==> config.mk <==
export PLATFORM = sky130hd
export DESIGN_NAME = kwdt_watchdog
export DESIGN_NICKNAME = d
export VERILOG_FILES = /design/src/kwdt_pkg.sv /design/src/kwdt_watchdog.sv
export VERILOG_INCLUDE_DIRS = /design/src
export SDC_FILE = /design/constraint.sdc
export NUM_CORES = 1
export LEC_CHECK = 0
export ABC_AREA = 1
export BUFFER_PORTS_ARGS = -buffer_cell sky130_fd_sc_hd__buf_2
export CELL_PAD_IN_SITES_DETAIL_PLACEMENT = 0
export CELL_PAD_IN_SITES_GLOBAL_PLACEMENT = 2
export CORE_MARGIN = 8
export CORE_UTILIZATION = 36
export CTS_BUF_LIST = sky130_fd_sc_hd__clkbuf_2
export DETAILED_ROUTE_END_ITERATION = 10
export PLACE_DENSITY_LB_ADDON = 0.15
export SLEW_MARGIN = 40
export SYNTH_ARGS = -nofsm -noshare
export SYNTH_HDL_FRONTEND = slang
export SYNTH_SLANG_ARGS = --single-unit
==> constraint.sdc <==
create_clock -name clk_sys -period 3.1 [get_ports clk_sys]
set_input_delay 0 -clock clk_sys [delete_from_list [all_inputs] [get_ports clk_sys]]
set_output_delay 0 -clock clk_sys [all_outputs]
set_load 0.05 [all_outputs]
==> src/kwdt_consts.svh <==
// Constants for the keyed watchdog timer: addresses, field positions,
// key bytes and reset values.
// Assumes a core-side special function register bus with 8-bit addresses.
`ifndef KWDT_CONSTS_SVH
`define KWDT_CONSTS_SVH

// =====================================================================
// Register addresses
`define KWDT_KEY_ADDR      8'hA6
`define KWDT_CTRL_ADDR     8'hA7

// =====================================================================
// Control/status field positions
`define KWDT_RUN_BIT       0
`define KWDT_OVF_BIT       1
`define KWDT_SOFT_RESET_FLAG_BIT     2
`define KWDT_IDLE_BIT      4
`define KWDT_PS_LSB        5
`define KWDT_PS_MSB        7

// =====================================================================
// Key bytes
`define KWDT_KEY_SVC_1     8'h1E
`define KWDT_KEY_SVC_2     8'hE1
`define KWDT_KEY_RST_1     8'h5A
`define KWDT_KEY_RST_2     8'hA5

// =====================================================================
// Reset values and timing
`define KWDT_PS_RESET      3'h0
`define KWDT_RDATA_RESET   8'h00
`define KWDT_TIMEOUT_LOG2  14

`endif

==> src/kwdt_pkg.sv <==
// Types for the keyed watchdog timer.
// Assumes nothing beyond a SystemVerilog compiler.
package kwdt_pkg;

  // ===================================================================
  // Key sequence tracker states
  typedef enum logic [1:0] {
    KeyIdle,
    KeyGotSvc,
    KeyGotRst
  } kwdt_key_state_e;

endpackage

==> src/kwdt_watchdog.sv <==
// Keyed watchdog timer: key register, control/status register, counter.
// Assumes a single-cycle special function register bus driven by the core
// on clk_sys, and a reset generator that asserts sysResetIn for any reset
// source while resetn is the power-on reset.
`timescale 1ns/1ps
`include "kwdt_consts.svh"

module kwdt_watchdog #(
  parameter int TIMEOUT_LOG2 = `KWDT_TIMEOUT_LOG2
) (
  // Clock and power-on reset
  input  wire logic       clk_sys,
  input  wire logic       resetn,
  // Any system reset source, synchronous, active high
  input  wire logic       sysResetIn,
  // Core status
  input  wire logic       cpuIdle,
  // Register bus
  input  wire logic [7:0] sfrAddr,
  input  wire logic       sfrWrite,
  input  wire logic       sfrRead,
  input  wire logic [7:0] sfrWdata,
  output logic      [7:0] sfrRdata,
  // Reset request to the reset generator
  output logic            wdtResetReq,
  // Counter state for observation
  output logic            wdtRunning
);

  // ===================================================================
  // Local sizes
  localparam int CNT_W = TIMEOUT_LOG2 + 7;

  // ===================================================================
  // State
  kwdt_pkg::kwdt_key_state_e keyState_q;
  kwdt_pkg::kwdt_key_state_e keyState_d;
  logic [CNT_W-1:0]          count_q;
  logic [CNT_W-1:0]          count_d;
  logic                      run_q;
  logic                      run_d;
  logic                      ovf_q;
  logic                      ovf_d;
  logic                      soft_reset_flag_q;
  logic                      soft_reset_flag_d;
  logic                      idleFreeze_q;
  logic                      idleFreeze_d;
  logic [2:0]                prescale_q;
  logic [2:0]                prescale_d;
  logic [7:0]                rdata_q;
  logic [7:0]                rdata_d;
  logic                      rstReq_q;
  logic                      rstReq_d;

  // ===================================================================
  // Decoded strobes
  logic             keyWrite;
  logic             ctrlWrite;
  logic             ctrlRead;
  logic [CNT_W-1:0] limit;
  logic             atLimit;
  logic             countEnable;
  logic             svcDone;
  logic             rstDone;
  logic             badKey;
  logic [7:0]       ctrlImage;

  // Address decode of the two registers
  assign keyWrite  = sfrWrite && (sfrAddr == `KWDT_KEY_ADDR);
  assign ctrlWrite = sfrWrite && (sfrAddr == `KWDT_CTRL_ADDR);
  assign ctrlRead  = sfrRead && (sfrAddr == `KWDT_CTRL_ADDR);

  // Time-out limit doubles with each prescale code
  assign limit   = ~({CNT_W{1'b1}} << (TIMEOUT_LOG2 + int'(prescale_q)));
  assign atLimit = (count_q == limit);

  // Counting stops while the core idles only if freezing is asked for
  assign countEnable = run_q && !(idleFreeze_q && cpuIdle);

  // Control/status image; bit 3 reads as zero
  always_comb
  begin
    ctrlImage                                 = 8'h00;
    ctrlImage[`KWDT_RUN_BIT]                  = run_q;
    ctrlImage[`KWDT_OVF_BIT]                  = ovf_q;
    ctrlImage[`KWDT_SOFT_RESET_FLAG_BIT]                = soft_reset_flag_q;
    ctrlImage[`KWDT_IDLE_BIT]                 = idleFreeze_q;
    ctrlImage[`KWDT_PS_MSB:`KWDT_PS_LSB]      = prescale_q;
  end

  // ===================================================================
  // Key sequence tracker
  // A pair must be two consecutive key writes; any other byte breaks it.
  always_comb
  begin
    keyState_d = keyState_q;
    svcDone    = 1'b0;
    rstDone    = 1'b0;
    badKey     = 1'b0;
    if (keyWrite)
    begin
      case (keyState_q)
        kwdt_pkg::KeyIdle:
        begin
          if (sfrWdata == `KWDT_KEY_SVC_1)
          begin
            keyState_d = kwdt_pkg::KeyGotSvc;
          end
          else if (sfrWdata == `KWDT_KEY_RST_1)
          begin
            keyState_d = kwdt_pkg::KeyGotRst;
          end
          else
          begin
            badKey = 1'b1;
          end
        end
        kwdt_pkg::KeyGotSvc:
        begin
          keyState_d = kwdt_pkg::KeyIdle;
          if (sfrWdata == `KWDT_KEY_SVC_2)
          begin
            svcDone = 1'b1;
          end
          else
          begin
            badKey = 1'b1;
          end
        end
        kwdt_pkg::KeyGotRst:
        begin
          keyState_d = kwdt_pkg::KeyIdle;
          if (sfrWdata == `KWDT_KEY_RST_2)
          begin
            rstDone = 1'b1;
          end
          else
          begin
            badKey = 1'b1;
          end
        end
        default:
        begin
          keyState_d = kwdt_pkg::KeyIdle;
        end
      endcase
    end
    if (sysResetIn)
    begin
      keyState_d = kwdt_pkg::KeyIdle;
    end
  end

  // Tracker register
  always_ff @(posedge clk_sys or negedge resetn)
  begin
    if (!resetn)
    begin
      keyState_q <= kwdt_pkg::KeyIdle;
    end
    else
    begin
      keyState_q <= keyState_d;
    end
  end

  // ===================================================================
  // Counter, flags and control fields
  // A completed service pair in the overflow cycle wins over the overflow.
  always_comb
  begin
    count_d      = count_q;
    run_d        = run_q;
    ovf_d        = ovf_q;
    soft_reset_flag_d      = soft_reset_flag_q;
    idleFreeze_d = idleFreeze_q;
    prescale_d   = prescale_q;
    rstReq_d     = 1'b0;

    // Software writes: settings stored, flags cleared by writing zero
    if (ctrlWrite)
    begin
      prescale_d   = sfrWdata[`KWDT_PS_MSB:`KWDT_PS_LSB];
      idleFreeze_d = sfrWdata[`KWDT_IDLE_BIT];
      if (!sfrWdata[`KWDT_OVF_BIT])
      begin
        ovf_d = 1'b0;
      end
      if (!sfrWdata[`KWDT_SOFT_RESET_FLAG_BIT])
      begin
        soft_reset_flag_d = 1'b0;
      end
      // The run bit is not touched by this write
    end

    // Counting
    if (countEnable)
    begin
      count_d = count_q + 1'b1;
    end

    // Service pair starts or restarts the count
    if (svcDone)
    begin
      run_d   = 1'b1;
      count_d = '0;
    end
    else if (run_q && atLimit && countEnable)
    begin
      ovf_d    = 1'b1;
      rstReq_d = 1'b1;
      run_d    = 1'b0;
      count_d  = '0;
    end

    // Wrong sequence; the set wins over a clear in the same cycle
    if (badKey)
    begin
      ovf_d = 1'b1;
    end

    // Software reset pair
    if (rstDone)
    begin
      soft_reset_flag_d  = 1'b1;
      rstReq_d = 1'b1;
      run_d    = 1'b0;
      count_d  = '0;
    end

    // Any reset source stops the counter but keeps the flags
    if (sysResetIn)
    begin
      run_d    = 1'b0;
      count_d  = '0;
      rstReq_d = 1'b0;
    end
  end

  // Counter and flag registers
  always_ff @(posedge clk_sys or negedge resetn)
  begin
    if (!resetn)
    begin
      count_q      <= '0;
      run_q        <= 1'b0;
      ovf_q        <= 1'b0;
      soft_reset_flag_q      <= 1'b0;
      idleFreeze_q <= 1'b0;
      prescale_q   <= `KWDT_PS_RESET;
      rstReq_q     <= 1'b0;
    end
    else
    begin
      count_q      <= count_d;
      run_q        <= run_d;
      ovf_q        <= ovf_d;
      soft_reset_flag_q      <= soft_reset_flag_d;
      idleFreeze_q <= idleFreeze_d;
      prescale_q   <= prescale_d;
      rstReq_q     <= rstReq_d;
    end
  end

  // ===================================================================
  // Read data
  // Only the control/status register answers; the key register and all
  // other addresses read as zero.
  always_comb
  begin
    rdata_d = `KWDT_RDATA_RESET;
    if (ctrlRead)
    begin
      rdata_d = ctrlImage;
    end
  end

  // Read data register
  always_ff @(posedge clk_sys or negedge resetn)
  begin
    if (!resetn)
    begin
      rdata_q <= `KWDT_RDATA_RESET;
    end
    else
    begin
      rdata_q <= rdata_d;
    end
  end

  // ===================================================================
  // Outputs straight from flip-flops
  assign sfrRdata    = rdata_q;
  assign wdtResetReq = rstReq_q;
  assign wdtRunning  = run_q;

endmodule // kwdt_watchdog

==> run_results.csv, run 1 <==
group,metric,value,unit
finish,finish.net_count,413,
floorplanning,die_area,9570,um^2
pwr,switchingPower,242,uW
placed_design,pre_cts_slack,0.870,ns
placed_design,io_buffer_count,30,
finish,drive_gt1_share,14.3,%
pwr,swShare,28.9,%
logic_synthesis,ys_top_cells_by_count,"nand2_1 (81), nor2_1 (58), inv_1 (41)",
logic_synthesis,async_reset_ff_share,100,%
setup_path,crit_type,"flop to flop",
global_route,grt_max_degree,39,
timing,maxSlewHeadroom,61.8,%
global_route,grt_overflow_total,0,
floorplanning,core-area,6640,um^2
clock_network,clock_path_buffers,2,
timing,fin_ws,0.727,ns
clock_network,cts_buffers,5,
logic_synthesis,syn_area,2410,um^2
clock_network,path_clk_slew,0.20,ns
clock_network,insertion_delay,0.38,ns
timing,whs,0.0483,ns
pwr,leakage,1.38,nW
floorplanning,die_x,97.8,um
pwr,p_per_area,299,nW/um^2
timing,setup_viol,0,
finish,utilization,42.1,%
timing,finClkSkew,0.0248,ns
clock_network,htree_levels,2,
clock_network,cts_setup_buffers,0,
timing,hold_viol,0,
setup_path,required,3.44,ns
floorplanning,start_util,36.3,%
logic_synthesis,ys_seq_area_share,39.4,%
setup_path,path_max_fanout,7,
logic_synthesis,yosysMostFrequentCell,"nand2_1",
logic_synthesis,yosys_warnings,0,
global_route,antenna_found_initial,0,
timing,maxSlewViolCount,0,
flow_run,maxCapViolCount,0,
pwr,peakVddDrop,0.123,mV
finish,area_growth,16.1,%
floorplanning,die_h,97.8,um
pwr,p_int,594,uW
timing,tightestPinTransition,0.570,ns
routing,wirelength,5.97,mm
logic_synthesis,synth_edf_count,0,
routing,vias_per_cell,4.78,
pwr,clkPwrFrac,25.1,%
clock_network,cts_sinks,38,
pwr,seqPwrFrac,61.0,%
routing,num_vias,2222,
routing,wl_per_cell,12.8,um
global_route,first_global_vias,2343,
logic_synthesis,synth_cells,338,
logic_synthesis,synthDistinctLibCells,26,
logic_synthesis,netlist.area_leader.share,39.4,%
global_route,grt_pass1_wl,10.7,mm
timing,fin_crit_sh,76.5,%
routing,drt_iter0_markers,80,
logic_synthesis,synth_nets,366,
setup_path,crit_arrival,2.72,ns
floorplanning,std_cell_rows,30,
floorplanning,ios,32,
logic_synthesis,synth.area.top_cells,"dfrtp_1 (39%), nand2_1 (13%), nor2_1 (9.0%)",
clock_network,cts_tree,"built",
setup_path,cp-end-kind,"flop",
logic_synthesis,yosys.area.top_type,"dfrtp_1",
min_path,hold_path.class,"input port to flop",
timing,rsz0062_at_grt,"false",
finish,final_cell_area,2800,um^2
finish,antenna_cells,0,
placed_design,hpwl,4.73,mm
global_route,grtUsageTotal,13.6,%
routing,ant_nets,0,
timing,fmax,421,MHz
clock_network,root_buffer,"clkbuf_2",
pwr,p_comb_share,13.9,%
setup_path,setup.worst_path.start_class,"flop",
routing,drt-pass1-iter-count,5,
placed_design,gp_congestion,0.814,
placed_design,dpl_cell_area,2630,um^2
timing,min_period,2.37,ns
logic_synthesis,syn_area_per_cell,7.13,um^2
logic_synthesis,yosys_most_used_dff,"dfrtp_1",
timing,fin_setup_tns,0,ns
run_status,run_status,"finished, final reports clean",
routing,drc_errors,0,
logic_synthesis,synth_seq_cells,38,
-- layout by cell type, fill, tap and decap left out, types with 10 or more instances in the layout --
cell	instances
buf_2	29
dfrtp_1	38
dlygate4sd3_1	13
inv_1	41
nand2_1	81
nand3_1	33
nand4_1	16
nor2_1	58
nor3_1	10
o21ai_0	12
xor2_1	12
-- cell families (layout without fill, tap and decap cells) --
kind of cell | after synthesis | count (layout) | share of synthesized area, %
buffers and inverters | 48 | 95 | 8.25
DFF | 38 | 38 | 39.4
adders and majority gates | 6 | 6 | 3.11
xor gates and xnor gates | 16 | 16 | 5.81
AOI/OAI and AO/OA | 14 | 14 | 3.11
other | 1 | 1 | 0.156
and+or+nand+nor | 215 | 215 | 40.1
-- per-stage QoR --
| stage | std cells | power (mW) |
|---|---|---|
| final | 465 | 0.836 |
| after global routing | 465 | 0.889 |
| after CTS | 465 | 0.851 |
| after detailed placement | 445 | 0.626 |
| after global placement | 445 | 0.626 |
| after floorplan | 338 | 0.584 |
-- critical path, cell delays in order, from the launching register on --
cell	delay [ns]
dfrtp_1	0.47
inv_2	0.10
ha_1	0.41
nand2_1	0.10
nand2_1	0.06
nand2_1	0.09
nor3_1	0.19
nand2_1	0.07
nor2_1	0.10
nand2_1	0.07
a21boi_0	0.13
dlygate4sd3_1	0.56
-- registers in the layout, summed over array words and instances, names as in the netlist --
name,flops
count_q,21
idleFreeze_q,1
keyState_q,2
ovf_q,1
prescale_q,3
sfrRdata,7
soft_reset_flag_q,1
wdtResetReq,1
wdtRunning,1
-- timing repair --
action	CTS	global route
hold buffers	13	0
hold endpoints to repair	48	0
resized for setup	0	0
-- per-layer routing --
layer  vias to the layer above  routed length [um]  GRT usage [%]
li1                       1163                   -              -
met1                      1016                2840           16.3
met2                        37                2900           23.3
met3                         6                 158           2.92
met4                         0                  76           4.68
met5                         -                   0              0
-- final cells by class --
cell class / count / area (um^2)
clock buffer: 5 / 25.0
clock inverter: 2 / 10.0
fill: 713 / 3840
inverter: 45 / 169
multi-input combinational: 252 / 1260
sequential: 38 / 951
tap: 80 / 100
timing repair buffer: 43 / 283
-- power by group through the flow --
| stage | clock network (mW) | logic [mW] | registers [mW] |
|---|---|---|---|
| after floorplan | 0 | 0.0666 | 0.517 |
| after global placement | 0 | 0.108 | 0.518 |
| after detailed placement | 0 | 0.108 | 0.518 |
| after CTS | 0.223 | 0.118 | 0.510 |
| after global routing | 0.245 | 0.133 | 0.511 |
| final | 0.210 | 0.116 | 0.509 |
-- path summary, 6_finish.rpt --
| kind | startpoint | to | cells past startpoint | slack, ns |
|---|---|---|---|---|
| max | prescale_q[1]$_DFFE_PN0P_ | wdtResetReq$_DFF_PN0_ | 11 | 0.73 |
| min | sfrAddr[0] | keyState_q[0]$_DFFE_PN0P_ | 5 | 0.05 |
| max reg2reg | prescale_q[1]$_DFFE_PN0P_ | wdtResetReq$_DFF_PN0_ | 11 | 0.73 |
| min reg2reg | ovf_q$_DFF_PN0_ | sfrRdata[1]$_DFF_PN0_ | 2 | 0.51 |
| max in group asynchronous | resetn | count_q[20]$_DFFE_PN0P_ | 2 | 2.65 |
| min in group asynchronous | resetn | sfrRdata[4]$_DFF_PN0_ | 2 | 0.08 |
(Power assumes the default switching activity.)
==> run 2: changes to the inputs <==
--- a/config.mk
+++ b/config.mk
@@ -11,7 +11,7 @@
 export CELL_PAD_IN_SITES_DETAIL_PLACEMENT = 0
 export CELL_PAD_IN_SITES_GLOBAL_PLACEMENT = 2
 export CORE_MARGIN = 8
-export CORE_UTILIZATION = 36
+export CORE_UTILIZATION = 30
 export CTS_BUF_LIST = sky130_fd_sc_hd__clkbuf_2
 export DETAILED_ROUTE_END_ITERATION = 10
 export PLACE_DENSITY_LB_ADDON = 0.15
==> constraint.sdc (replaced) <==
create_clock -name clk_sys -period 2.15 [get_ports clk_sys]
set_input_delay 0 -clock clk_sys [delete_from_list [all_inputs] [get_ports clk_sys]]
set_output_delay 0 -clock clk_sys [all_outputs]
set_load 0.05 [all_outputs]
==> run 2 against run 1 <==
Utilization fell by 5.4 points. Non-clock buffer count rose by 1. Clock skew fell by 0.010 ns. Clock power rose by 56%. Register-to-register slack got worse by 0.57 ns. Worst setup slack got worse by 0.57 ns. Sequential share of layout area fell by 0.58 points. Fmax rose by 19%. Hold slack got worse by 0.0055 ns. Count of clock-buffer cells in the layout rose by 1. Global-route usage fell by 1.8 points. Critical path type unchanged. Largest power group unchanged.
==> run_results.csv, run 2 (synthesized netlist as in run 1, its figures left out) <==
group,metric,value,unit
run_status,run_status,"finished, final reports clean",
global_route,grt_pass1_wl,10.8,mm
routing,vias_per_cell,4.51,
timing,whs,0.0428,ns
clock_network,cts_buffers,5,
placed_design,hpwl,4.87,mm
setup_path,crit_type,"flop to flop",
finish,layout_commonest_cell,"nand2_1",
global_route,antenna_found_initial,0,
timing,fin_setup_tns,0,ns
placed_design,gp_congestion,0.775,
timing,fmax,501,MHz
clock_network,root_buffer,"clkbuf_2",
finish,top_register,"count_q",
min_path,hold_path.class,"input port to flop",
timing,tightestPinTransition,0.507,ns
floorplanning,die_area,11200,um^2
pwr,p_per_area,434,nW/um^2
timing,setup_viol,0,
clock_network,cts_tree,"built",
timing,finClkSkew,0.0144,ns
setup_path,crit_arrival,2.29,ns
placed_design,io_buffer_count,30,
routing,drc_errors,0,
global_route,grtUsageTotal,11.8,%
routing,ant_nets,0,
finish,area_growth,18.3,%
pwr,power,1.24,mW
finish,drive_gt1_share,15.8,%
floorplanning,core-area,7770,um^2
setup_path,cp-end-kind,"flop",
clock_network,path_clk_slew,0.21,ns
setup_path,path_cells,"inv_4 -> ha_2 -> nand2_1 -> nand2_1 -> nand2_1 -> nor2_1 -> nand3_1 -> nor2_2 -> nand2_2 -> nand3_2 -> buf_12 -> nor2_1",
finish,antenna_cells,0,
timing,maxSlewHeadroom,66.2,%
floorplanning,std_cell_rows,32,
routing,num_vias,2207,
setup_path,setup.worst_path.start_class,"flop",
global_route,first_global_vias,2291,
finish,finish.net_count,414,
setup_path,path_max_fanout,21,
global_route,grt_overflow_total,0,
placed_design,pre_cts_slack,0.0840,ns
floorplanning,die_h,106,um
finish,layout_common_cells,"nand2_1 (81), nor2_1 (58), inv_1 (40)",
placed_design,dp.cells,469,
timing,fin_crit_sh,92.8,%
global_route,grt_max_degree,39,
setup_path,required,2.45,ns
routing,drt_iter0_markers,74,
floorplanning,ios,32,
routing,wl_per_cell,12.8,um
clock_network,cts_sinks,38,
floorplanning,die_x,106,um
clock_network,insertion_delay,0.39,ns
clock_network,htree_levels,2,
timing,min_period,1.99,ns
pwr,leakage,1.38,nW
flow_run,maxCapViolCount,0,
finish,layout.cells.non_filler,489,
timing,hold_viol,0,
routing,wirelength,6.26,mm
setup_path,cp_num_buf_inv,2,
floorplanning,start_util,31.0,%
timing,maxSlewViolCount,0,
routing,drt-pass1-iter-count,4,
setup_path,slowest_delay,0.46,ns
setup_path,cp_slowest_cell,"dfrtp_2",
timing,rsz0062_at_grt,"false",
clock_network,clock_path_buffers,2,
finish,largest_reg_flops,21,
setup_path,crit_top_cell,"nand2_1",
setup_path,cp_top_family,"simple AND/OR/NAND/NOR gates",
pwr,peakVddDrop,0.176,mV
timing,fin_ws,0.156,ns
-- run 2: layout make-up --
| class | count | area [um^2] |
|---|---|---|
| fill | 825 | 4920 |
| multi-input combinational | 252 | 1260 |
| sequential | 38 | 952 |
| timing repair buffer | 44 | 298 |
| inverter | 45 | 171 |
| tap | 102 | 128 |
| clock buffer | 6 | 30.0 |
| clock inverter | 2 | 8.76 |
-- run 2: routing by layer --
metal | GRT usage (%) | routed length, um | up-vias
li1 | - | - | 1167
met1 | 14.6 | 2960 | 1010
met2 | 20.4 | 3140 | 25
met3 | 2.07 | 110 | 5
met4 | 3.22 | 47 | 0
met5 | 0 | 0 | -
-- run 2: worst register-to-register path, stage by stage (launching register included) --
cell	delay [ns]
dfrtp_2	0.46
inv_4	0.06
ha_2	0.39
nand2_1	0.08
nand2_1	0.06
nand2_1	0.08
nor2_1	0.11
nand3_1	0.12
nor2_2	0.15
nand2_2	0.08
nand3_2	0.08
buf_12	0.16
nor2_1	0.07
-- run 2: power by group --
part	internal [mW]	total [mW]	switching, mW
combinational	0.0659	0.174	0.109
clock	0.0803	0.327	0.247
sequential	0.726	0.735	0.00886
-- run 2: path summary, 6_finish.rpt --
| check | startpoint | endpoint | slack, ns | depth (start not counted) |
|---|---|---|---|---|
| setup / recovery | prescale_q[1]$_DFFE_PN0P_ | count_q[15]$_DFFE_PN0P_ | 0.16 | 12 |
| hold / removal | sfrRead | sfrRdata[4]$_DFF_PN0_ | 0.04 | 3 |
| setup reg to reg | prescale_q[1]$_DFFE_PN0P_ | count_q[15]$_DFFE_PN0P_ | 0.16 | 12 |
| hold reg to reg | soft_reset_flag_q$_DFFE_PN0P_ | sfrRdata[2]$_DFF_PN0_ | 0.51 | 2 |
| max in group asynchronous | resetn | prescale_q[1]$_DFFE_PN0P_ | 1.69 | 2 |
| min in group asynchronous | resetn | wdtRunning$_DFFE_PN0P_ | 0.09 | 2 |
-- run 2: stage by stage --
step | util [%] | cell area, um^2
after floorplan | - | 2410
after global placement | 34.6 | 2690
after detailed placement | 34.6 | 2690
after CTS | 36.5 | 2840
after global routing | 36.7 | 2850
final | 36.7 | 2850
-- run 2: timing repair --
action	in CTS	in global routing
resized for setup	0	4
hold buffers	11	0
setup buffers	0	1
hold endpoints to repair	48	0
setup endpoints to repair	0	21
==> run 3: changes to the inputs <==
--- a/config.mk
+++ b/config.mk
@@ -14,6 +14,7 @@
 export CORE_UTILIZATION = 30
 export CTS_BUF_LIST = sky130_fd_sc_hd__clkbuf_2
 export DETAILED_ROUTE_END_ITERATION = 10
+export MAX_ROUTING_LAYER = met4
 export PLACE_DENSITY_LB_ADDON = 0.15
 export SLEW_MARGIN = 40
 export SYNTH_ARGS = -nofsm -noshare
==> run 3 against run 2 <==
Wire length fell by 0.21%. Critical endpoint unchanged. First-iteration DRC count fell by 6.8%. Sequential cell count did not move. Largest power group unchanged. Highest routed layer unchanged. Via count did not move. Count of clock-buffer cells in the layout did not move. Critical path type unchanged.
==> run_results.csv, run 3 (synthesized netlist as in run 1, its figures left out) <==
group,metric,value,unit
routing,wl_per_cell,12.8,um
floorplanning,core-area,7770,um^2
routing,drt-pass1-iter-count,5,
min_path,min_to,"sfrRdata[4]$_DFF_PN0_",
setup_path,cp_slowest_cell,"dfrtp_2",
pwr,peakVddDrop,0.176,mV
clock_network,cts_tree,"built",
min_path,hold_depth,3,
timing,fin_ws,0.152,ns
clock_network,clock_path_buffers,2,
global_route,grt_overflow_total,0,
floorplanning,start_util,31.0,%
finish,layout_commonest_cell,"nand2_1",
placed_design,io_buffer_count,30,
clock_network,cts_sinks,38,
finish,drive_gt1_share,15.8,%
timing,hold_viol,0,
finish,finish.net_count,414,
floorplanning,die_area,11200,um^2
placed_design,hpwl,4.87,mm
global_route,grtUsageTotal,12.1,%
min_path,holdCritStartpoint,"sfrRead",
clock_network,htree_levels,2,
placed_design,pre_cts_slack,0.0840,ns
timing,maxSlewViolCount,0,
min_path,hold_path.class,"input port to flop",
setup_path,setup.worst_path.start,"prescale_q[1]$_DFFE_PN0P_",
clock_network,cts_buffers,5,
setup_path,r2r_cells,12,
clock_network,insertion_delay,0.39,ns
setup_path,slowest_delay,0.46,ns
pwr,leakage,1.38,nW
global_route,antenna_found_initial,0,
setup_path,cp-end-kind,"flop",
setup_path,path_cells,"inv_4 -> ha_2 -> nand2_1 -> nand2_1 -> nand2_1 -> nor2_1 -> nand3_1 -> nor2_2 -> nand2_2 -> nand3_2 -> buf_12 -> nor2_1",
setup_path,required,2.44,ns
finish,top_register,"count_q",
floorplanning,die_h,106,um
routing,drt_iter0_markers,69,
clock_network,path_clk_slew,0.21,ns
floorplanning,ios,32,
timing,tightestPinTransition,0.508,ns
timing,fmax,501,MHz
floorplanning,die_x,106,um
setup_path,path_max_fanout,21,
flow_run,maxCapViolCount,0,
global_route,first_global_vias,2292,
setup_path,r2r_start,"prescale_q[1]$_DFFE_PN0P_",
finish,largest_reg_flops,21,
timing,rsz0062_at_grt,"false",
global_route,grt_max_degree,39,
finish,layout_common_cells,"nand2_1 (81), nor2_1 (58), inv_1 (40)",
pwr,power,1.24,mW
placed_design,gp_congestion,0.786,
routing,drc_errors,0,
setup_path,setup.worst_path.start_class,"flop",
timing,fin_crit_sh,92.9,%
timing,setup_viol,0,
floorplanning,std_cell_rows,32,
finish,antenna_cells,0,
timing,min_period,2.00,ns
timing,maxSlewHeadroom,66.1,%
clock_network,root_buffer,"clkbuf_2",
routing,num_vias,2207,
setup_path,r2r_slack,0.15,ns
setup_path,cp_top_family,"simple AND/OR/NAND/NOR gates",
timing,finClkSkew,0.0173,ns
finish,fillers,825,
routing,wirelength,6.25,mm
global_route,grt_pass1_wl,10.8,mm
pwr,p_per_area,433,nW/um^2
timing,fin_setup_tns,0,ns
run_status,run_status,"finished, final reports clean",
finish,area_growth,18.3,%
setup_path,crit_top_cell,"nand2_1",
routing,ant_nets,0,
routing,vias_per_cell,4.51,
setup_path,rr_endpoint,"count_q[15]$_DFFE_PN0P_",
setup_path,crit_arrival,2.29,ns
setup_path,crit_type,"flop to flop",
setup_path,cp_num_buf_inv,2,
## run 3: worst max-delay path by stage
stage                                         end  slack (ns)  cells after the start
after detailed placement  count_q[15]$_DFFE_PN0P_        0.08                     12
after CTS                 count_q[15]$_DFFE_PN0P_        0.02                     12
after global placement    count_q[19]$_DFFE_PN0P_        0.12                     12
after global routing      count_q[16]$_DFFE_PN0P_        0.02                     13
final                     count_q[15]$_DFFE_PN0P_        0.15                     12
after floorplan           count_q[15]$_DFFE_PN0P_        0.36                     12
## run 3: metal layers
layer / global-route usage, % / vias up / routed length [um]
met3: 2.01 / 5 / 112
met2: 20.4 / 25 / 3150
li1: - / 1167 / -
met5: - / - / 0
met1: 14.6 / 1010 / 2930
met4: 3.22 / 0 / 47
## run 3: power breakdown
part,leakage (nW),switching (mW),internal (mW)
registers,0.510,0.00886,0.726
clock network,0.0304,0.246,0.0803
logic,0.843,0.109,0.0659
## run 3: cell type report
class / instances / area [um^2] / area share, %
clock inverter: 2 / 8.76 / 0.307
timing repair buffer: 44 / 298 / 10.4
inverter: 45 / 171 / 6.01
multi-input combinational: 252 / 1260 / 44.3
clock buffer: 6 / 30.0 / 1.05
tap: 102 / 128 / 4.48
sequential: 38 / 952 / 33.4
## run 3: repair_timing
item,in CTS,in global routing
setup buffers,0,1
endpoints found under the setup margin,0,21
resized for setup,0,4
hold buffers,11,0
endpoints found under the hold margin,48,0
## run 3: worst register-to-register path: stages, from the launching register on
cell	delay, ns
dfrtp_2	0.46
inv_4	0.06
ha_2	0.39
nand2_1	0.08
nand2_1	0.06
nand2_1	0.08
nor2_1	0.11
nand3_1	0.12
nor2_2	0.15
nand2_2	0.08
nand3_2	0.08
buf_12	0.16
nor2_1	0.07
## run 3: per-stage QoR
stage          hold WS (ns)  util, %  instance area, um^2  cells
2_1_floorplan        -0.296        -                 2410    338
3_3_place_gp          0.186     34.6                 2690    469
3_5_place_dp         0.0160     34.6                 2690    469
4_1_cts              0.0234     36.5                 2840    488
5_1_grt              0.0478     36.7                 2850    489
6_report             0.0426     36.7                 2850    489
